`config.mk`:
```
export PLATFORM = sky130hd
export DESIGN_NAME = vcc_ctrl
export DESIGN_NICKNAME = d
export VERILOG_FILES = /design/src/inc/vcc_pkg.sv /design/src/core/vcc_sync3.sv /design/src/core/vcc_ctrl.sv
export SDC_FILE = /design/constraint.sdc
export NUM_CORES = 1
export LEC_CHECK = 0
export ABC_AREA = 1
export CAP_MARGIN = 20
export CORE_ASPECT_RATIO = 0.75
export CORE_MARGIN = 3
export CORE_UTILIZATION = 45
export CTS_CLUSTER_DIAMETER = 150
export DETAILED_ROUTE_END_ITERATION = 8
export DONT_BUFFER_PORTS = 1
export PLACE_DENSITY = 0.65
export SLEW_MARGIN = 20
export SYNTH_ARGS = -nofsm -noshare
export SYNTH_HDL_FRONTEND = slang
export SYNTH_SLANG_ARGS = --single-unit
```
`constraint.sdc`:
```
create_clock -name clk_sys -period 1.28 [get_ports clk_sys]
set_input_delay 0.256 -clock clk_sys [delete_from_list [all_inputs] [get_ports clk_sys]]
set_output_delay 0.256 -clock clk_sys [all_outputs]
set_load 0.01 [all_outputs]
```
`src/inc/vcc_pkg.sv`:
```
// constants for the voltage comparator control block
// assumes a single 50 MHz core clock and a plain strobe register port
//
// Summary of operation
// - Control bit 10 enables the comparator; clearing it disables it.
// - Enabling the comparator raises an event; software clears it afterwards.
// - Bits 9-8 pick negative input: half supply, channel three, reference*0.6.
// - Bits 7-6 route output: 00/01 off, 10 logic array, 11 interrupt.
// - Bit 5 clear: high when positive above negative; set: inverted.
// - Bits 4-3 pick speed: 00 slow, 11 fast, 01 and 10 reserved.
// - Positive input shares channel two pin through a multiplexer.
// - Output feeds interrupt, logic array, conversion trigger and a pin.
// - Control register is 16 bits; bits 15-11 reserved.
// - Bit 2 switches the comparator hysteresis on or off.
// - Bit 1 set on rising edge of output; cleared by writing one.
// - Bit 0 set on falling edge of output; cleared by software.
package vcc_pkg;
	localparam int            ADDR_W       = 8;
	localparam int            DATA_W       = 16;
	// register offsets (byte addresses)
	localparam logic [7:0]    OFF_CTRL     = 8'h00;
	localparam logic [7:0]    OFF_MASK     = 8'h04;
	localparam logic [7:0]    OFF_STAT     = 8'h08;
	// control field positions
	localparam int            BIT_EN       = 10;
	localparam int            BIT_NSEL_HI  = 9;
	localparam int            BIT_NSEL_LO  = 8;
	localparam int            BIT_ROUTE_HI = 7;
	localparam int            BIT_ROUTE_LO = 6;
	localparam int            BIT_POL      = 5;
	localparam int            BIT_RESP_HI  = 4;
	localparam int            BIT_RESP_LO  = 3;
	localparam int            BIT_HYST     = 2;
	localparam int            BIT_RISE     = 1;
	localparam int            BIT_FALL     = 0;
	// status register positions
	localparam int            BIT_ST_LVL   = 0;
	localparam int            BIT_ST_EN    = 1;
	// codes
	localparam logic [1:0]    NSEL_HALF    = 2'h0;
	localparam logic [1:0]    NSEL_CH3     = 2'h1;
	localparam logic [1:0]    NSEL_REF     = 2'h2;
	localparam logic [1:0]    NSEL_RSV     = 2'h3;
	localparam logic [1:0]    ROUTE_OFF0   = 2'h0;
	localparam logic [1:0]    ROUTE_OFF1   = 2'h1;
	localparam logic [1:0]    ROUTE_PLA    = 2'h2;
	localparam logic [1:0]    ROUTE_IRQ    = 2'h3;
	localparam logic [1:0]    RESP_SLOW    = 2'h0;
	localparam logic [1:0]    RESP_FAST    = 2'h3;
	// reset values
	localparam logic [15:0]   RST_CTRL     = 16'h0000;
	localparam logic [1:0]    RST_MASK     = 2'h0;
endpackage

```
`src/core/vcc_sync3.sv`:
```
// three-stage synchroniser for an asynchronous level
// assumes clk_sys domain; output changes once stages two and three agree
`timescale 1ns/1ps
`default_nettype none
module vcc_sync3 (
	// clock, reset, enable
	input  wire logic clk_sys,
	input  wire logic rst_n,
	input  wire logic ce,
	// level in and out
	input  wire logic async_in,
	output logic      sync_out
);
	typedef struct packed {
		logic s1;
		logic s2;
		logic s3;
		logic lvl;
	} vcc_sync_s;

	vcc_sync_s st_r;
	vcc_sync_s st_nxt;

	always_comb begin
		st_nxt    = st_r;
		st_nxt.s1 = async_in;
		st_nxt.s2 = st_r.s1;
		st_nxt.s3 = st_r.s2;
		// accept only a level that two stages agree on
		if (st_r.s2 == st_r.s3) begin
			st_nxt.lvl = st_r.s3;
		end
	end

	always_ff @(posedge clk_sys or negedge rst_n) begin
		if (!rst_n) begin
			st_r <= '0;
		end else if (ce) begin
			st_r <= st_nxt;
		end
	end

	assign sync_out = st_r.lvl;
endmodule
`default_nettype wire

```
`src/core/vcc_ctrl.sv`:
```
// control, routing and edge-event logic around the voltage comparator
// assumes the analog comparator drives cmp_raw asynchronously
//
// Our own choices: the address map and the strobed register port.
`timescale 1ns/1ps
`default_nettype none
module vcc_ctrl (
	// clock, reset, enable
	input  wire logic        clk_sys,
	input  wire logic        nrst,
	input  wire logic        ce,
	// register port
	input  wire logic [7:0]  addr,
	input  wire logic [15:0] wr_data,
	input  wire logic        wr_en,
	input  wire logic        rd_en,
	output logic      [15:0] rd_data,
	// analog comparator side
	input  wire logic        cmp_raw,
	output logic             compare_enable,
	output logic             positive_input_connect,
	output logic      [1:0]  negative_input_select,
	output logic      [1:0]  response_speed_select,
	output logic             hysteresis_enable,
	// output destinations
	output logic             compare_output_pin,
	output logic             pla_out,
	output logic             irq_route_out,
	output logic             adc_trigger,
	output logic             irq
);
	typedef struct packed {
		logic        en;
		logic [1:0]  nsel;
		logic [1:0]  route;
		logic        pol;
		logic [1:0]  resp;
		logic        hyst;
		logic        rise_f;
		logic        fall_f;
		logic [1:0]  mask;
		logic        mon;
		logic        trig;
		logic [15:0] rdata;
	} vcc_state_s;

	vcc_state_s  st_r;
	vcc_state_s  st_nxt;
	logic        rst_m_r;
	logic        rst_n_s;
	logic        cmp_sync;
	logic        lvl;
	logic        rise_ev;
	logic        fall_ev;
	logic [15:0] ctrl_rd;
	logic [1:0]  w1c;
	logic        wr_ctrl;
	logic        wr_mask;
	logic        rd_unmap;

	function automatic logic hit(input logic [7:0] a,
		input logic [7:0] off);
		hit = (a == off);
	endfunction

	// reset release through two flops
	always_ff @(posedge clk_sys or negedge nrst) begin
		if (!nrst) begin
			rst_m_r <= 1'b0;
			rst_n_s <= 1'b0;
		end else begin
			rst_m_r <= 1'b1;
			rst_n_s <= rst_m_r;
		end
	end

	vcc_sync3 u_sync (
		.clk_sys  (clk_sys),
		.rst_n    (rst_n_s),
		.ce       (ce),
		.async_in (cmp_raw),
		.sync_out (cmp_sync)
	);

	// monitored level: polarity applied, forced low when off
	assign lvl     = st_r.en & (cmp_sync ^ st_r.pol);
	assign rise_ev = lvl & ~st_r.mon;
	assign fall_ev = st_r.en & ~lvl & st_r.mon;

	assign ctrl_rd = {5'h00, st_r.en, st_r.nsel, st_r.route, st_r.pol,
		st_r.resp, st_r.hyst, st_r.rise_f, st_r.fall_f};

	always_comb begin
		st_nxt     = st_r;
		w1c        = 2'h0;
		st_nxt.mon = lvl;
		st_nxt.trig = rise_ev;
		if (wr_en && hit(addr, vcc_pkg::OFF_CTRL)) begin
			st_nxt.en    = wr_data[vcc_pkg::BIT_EN];
			// reserved codes leave the field as it was
			if (wr_data[vcc_pkg::BIT_NSEL_HI:vcc_pkg::BIT_NSEL_LO]
				!= vcc_pkg::NSEL_RSV) begin
				st_nxt.nsel =
					wr_data[vcc_pkg::BIT_NSEL_HI:vcc_pkg::BIT_NSEL_LO];
			end
			st_nxt.route =
				wr_data[vcc_pkg::BIT_ROUTE_HI:vcc_pkg::BIT_ROUTE_LO];
			st_nxt.pol   = wr_data[vcc_pkg::BIT_POL];
			case (wr_data[vcc_pkg::BIT_RESP_HI:vcc_pkg::BIT_RESP_LO])
				vcc_pkg::RESP_SLOW,
				vcc_pkg::RESP_FAST: begin
					st_nxt.resp =
						wr_data[vcc_pkg::BIT_RESP_HI:vcc_pkg::BIT_RESP_LO];
				end
				default: begin
					st_nxt.resp = st_r.resp;
				end
			endcase
			st_nxt.hyst  = wr_data[vcc_pkg::BIT_HYST];
			w1c = {wr_data[vcc_pkg::BIT_RISE], wr_data[vcc_pkg::BIT_FALL]};
		end
		if (wr_en && hit(addr, vcc_pkg::OFF_MASK)) begin
			st_nxt.mask = wr_data[1:0];
		end
		// flags: set beats a same-cycle clear
		st_nxt.rise_f = rise_ev | (st_nxt.en & ~st_r.en)
			| (st_r.rise_f & ~w1c[1]);
		st_nxt.fall_f = fall_ev | (st_r.fall_f & ~w1c[0]);
		// read data stand one cycle only
		st_nxt.rdata = 16'h0000;
		if (rd_en) begin
			if (hit(addr, vcc_pkg::OFF_CTRL)) begin
				st_nxt.rdata = ctrl_rd;
			end else if (hit(addr, vcc_pkg::OFF_MASK)) begin
				st_nxt.rdata = {14'h0000, st_r.mask};
			end else if (hit(addr, vcc_pkg::OFF_STAT)) begin
				st_nxt.rdata = {14'h0000, st_r.en, st_r.mon};
			end else begin
				st_nxt.rdata = 16'h0000;
			end
		end
	end

	always_ff @(posedge clk_sys or negedge rst_n_s) begin
		if (!rst_n_s) begin
			st_r        <= '0;
			st_r.en     <= vcc_pkg::RST_CTRL[vcc_pkg::BIT_EN];
			st_r.mask   <= vcc_pkg::RST_MASK;
		end else if (ce) begin
			st_r <= st_nxt;
		end
	end

	// analog controls
	assign compare_enable         = st_r.en;
	assign positive_input_connect = st_r.en;
	assign negative_input_select  = st_r.nsel;
	assign response_speed_select  = st_r.resp;
	assign hysteresis_enable      = st_r.hyst;

	// output destinations
	assign compare_output_pin = st_r.mon;
	assign pla_out       = st_r.mon & (st_r.route == vcc_pkg::ROUTE_PLA);
	assign irq_route_out = st_r.mon & (st_r.route == vcc_pkg::ROUTE_IRQ);
	assign adc_trigger   = st_r.trig;
	assign irq = (st_r.route == vcc_pkg::ROUTE_IRQ)
		& |({st_r.rise_f, st_r.fall_f} & st_r.mask);
	assign rd_data = st_r.rdata;

	// access decodes used by the checks below
	assign wr_ctrl  = ce & wr_en & hit(addr, vcc_pkg::OFF_CTRL);
	assign wr_mask  = ce & wr_en & hit(addr, vcc_pkg::OFF_MASK);
	assign rd_unmap = ce & rd_en & ~hit(addr, vcc_pkg::OFF_CTRL)
		& ~hit(addr, vcc_pkg::OFF_MASK) & ~hit(addr, vcc_pkg::OFF_STAT);
endmodule
`default_nettype wire

```
==> results_dict.tcl <==
set metrics [dict create \
    status "complete, but fails checks" \
    violations "setup timing" \
    synth_top_family_by_area "simple AND/OR/NAND/NOR gates" \
    required_ps 1020 \
    drv.max_cap_violation_count 0 \
    synth_ff_type "dfrtp_1" \
    final_util_pct 51.6 \
    min_path_cells 1 \
    ant_nets 0 \
    start_kind "flip-flop" \
    setup_ws_ps -38.7 \
    overflow 0 \
    synth_common_cells "nand2_1, dfrtp_1, inv_1, buf_4, o21ai_0" \
    hold_viol_final 0 \
    synth.area.top_cells "dfrtp_1, nand2_1, buf_4" \
    ys_seq_elements 32 \
    grt_pass1_vias 1151 \
    drt-total-wl_mm 3.31 \
    dp_slack_ps 121 \
    yosysMostFrequentCell "nand2_1" \
    cpMaxStageDelayCell "dfrtp_1" \
    dieWidth_um 76.1 \
    worstPathCellList "nand2_1, a211oi_2, buf_4" \
    drc 0 \
    port_buffers 0 \
    h-tree-depth 2 \
    worstPathArrival_ps 1060 \
    hold_end "u_sync.st_nxt[1]" \
    drtPass1Iterations 4 \
    synthCells 193 \
    min_from "ce" \
    dieHeight_um 58.6 \
    synth_largest_area_cell "dfrtp_1" \
    r2r_end "ctrl_rd[1]" \
    power_leakage_nw 0.936 \
    p_total_w 0.00218 \
    synthMuxAreaShare_pct 0 \
    synthAdderAreaFrac_pct 0 \
    r2r_cells 4 \
    synth_cell_types 27 \
    placed_cells 228 \
    syn_area_um2 1660 \
    r2r_slack_ps 160 \
    fin_area_um2 1750 \
    grt_max_degree 31 \
    wl_per_cell_um 13.7 \
    cp_max_fo 2 \
    drt_iter0_markers 38 \
    fin_worst_skew_ps 5.20 \
    stdcell_count 242 \
    critPathKind "flip-flop to output port" \
    syn_area_per_cell_um2 8.60 \
    syn2layout_area_growth_pct 5.73 \
    drive_gt1_share_pct 22.4 \
    synthXorXnorAreaFrac_pct 0.528 \
    synth_top_area_share_pct 48.3 \
    period_minus_slack_ps 1320 \
    cp_slowest_stage_delay_ps 350 \
    power.density_nw_per_um2 1240 \
    synth-simple-area-share_pct 23.9 \
    fmax_mhz 758 \
    clk_pin_slew_worst_paths_ps 60 \
    synth_edf_count 0 \
    fin_crit_sh_pct 103 \
    peakVddDrop_v 0.000981 \
    regToRegStartpoint "compare_enable" \
    vias 1158 \
    gp_congestion 0.786 \
    seq_area_frac_synth_pct 48.3 \
    insertion_delay_ps 280 \
    cts_made_buffers 5 \
    cts.root.buffer_cell "clkbuf_8" \
    hp-class "input port to flip-flop" \
    antennaDiodeCount 0 \
    async_flop_share_pct 100 \
    cp_top_family "flip-flops" \
    clockBufferDepth 2 \
    die_area_um2 4460 \
    core.rowCount 18 \
    initial_core_util_pct 48.8 \
    synth-compound-area-share_pct 8.75 \
    setup_viol 2 \
    antenna_found_initial 0 \
    crit_buf_inv 1 \
    finalMaxSlewViolations 0 \
    cts_tree "built" \
    ys_warn_count 0 \
    grt.total_usage_pct 15.5 \
    grt_pass1_wl_mm 5.31 \
    hpwl_mm 2.43 \
    fin_nets 222 \
    post_dp_cell_area_um2 1590 \
    vias_per_cell 4.79 \
    worst_setup_path_end_kind "output port" \
    numClockSinks 32 \
    rsz0062_at_grt "true" \
    core-area_um2 3400 \
    io_pins 58 \
]
==> report_power, final <==
| group | switching, W | internal, W | total (W) |
|---|---|---|---|
| combinational | 0.000143 | 0.0000975 | 0.000240 |
| sequential | 0.0000439 | 0.00107 | 0.00111 |
| clock | 0.000346 | 0.000478 | 0.000825 |
| total | 0.000533 | 0.00164 | 0.00218 |
==> how the worst max path moves through the flow <==
stage                           from              to  slack [ps]  depth (start not counted)
final                       st_r[19]             irq         -40                          3
after global routing        st_r[19]             irq         -70                          3
after CTS                 ctrl_rd[0]             irq         -50                          3
after detailed placement     addr[7]     rd_data[10]         120                          5
after global placement      st_r[19]             irq         170                          3
after floorplan              addr[7]  compare_enable         230                          7
==> placed cells by master, fill, tap and decap left out, types with 6 or more instances in the layout <==
cell	count
clkbuf_8	7
nor2_1	6
nand2_1	44
buf_4	11
nand3_1	11
o21ai_0	16
conb_1	6
inv_1	24
nand2_2	6
dfrtp_1	32
==> state kept, by name, summed over array words and instances, names as in the netlist <==
signal / flops
u_sync.st_r: 1
adc_trigger: 1
negative_input_select: 2
u_sync.sync_out: 1
compare_enable: 1
rd_data: 11
ctrl_rd: 5
st_r: 2
compare_output_pin: 1
rst_m_r: 1
u_sync.st_nxt: 2
rst_n_s: 1
hysteresis_enable: 1
response_speed_select: 2
==> metrics by stage <==
| stage | TNS (ps) | hold WS, ps |
|---|---|---|
| floorplan | 0 | -39.6 |
| global placement | 0 | -39.5 |
| detailed placement | 0 | -39.6 |
| CTS | -52.5 | 71.3 |
| global route | -176 | 76.4 |
| finish | -47.4 | 81.3 |
==> final cells by class <==
type                       instances  area [um^2]
clock buffer                       7         96.3
fill                             329         1650
inverter                          29          114
multi-input combinational        112          588
sequential                        32          801
tap                               50         62.6
timing repair buffer              12         92.6
==> cell families after synthesis <==
family,after synthesis
XOR/XNOR,1
flip-flops,32
AO/OA/AOI/OAI,25
other,2
buffers and inverters,53
AND/OR/NAND/NOR,80
==> layer usage <==
metal  global-route usage (%)  vias up  part of all wire (%)
met2                     25.8       35                    48
met3                     5.81        4                   6.9
met4                     6.20        0                   1.2
li1                         -      568                     -
met5                        0        -                     0
met1                     18.6      551                    44
==> what timing repair did <==
| action | CTS | global route |
|---|---|---|
| gates cloned | 0 | 0 |
| endpoints found under the hold margin | 2 | 0 |
| pin swaps | 1 | 0 |
| endpoints found under the setup margin | 3 | 3 |
| setup buffers | 5 | 1 |
| resized for setup | 6 | 0 |
| hold buffers | 1 | 0 |
Power figures use the tool's default switching activity.
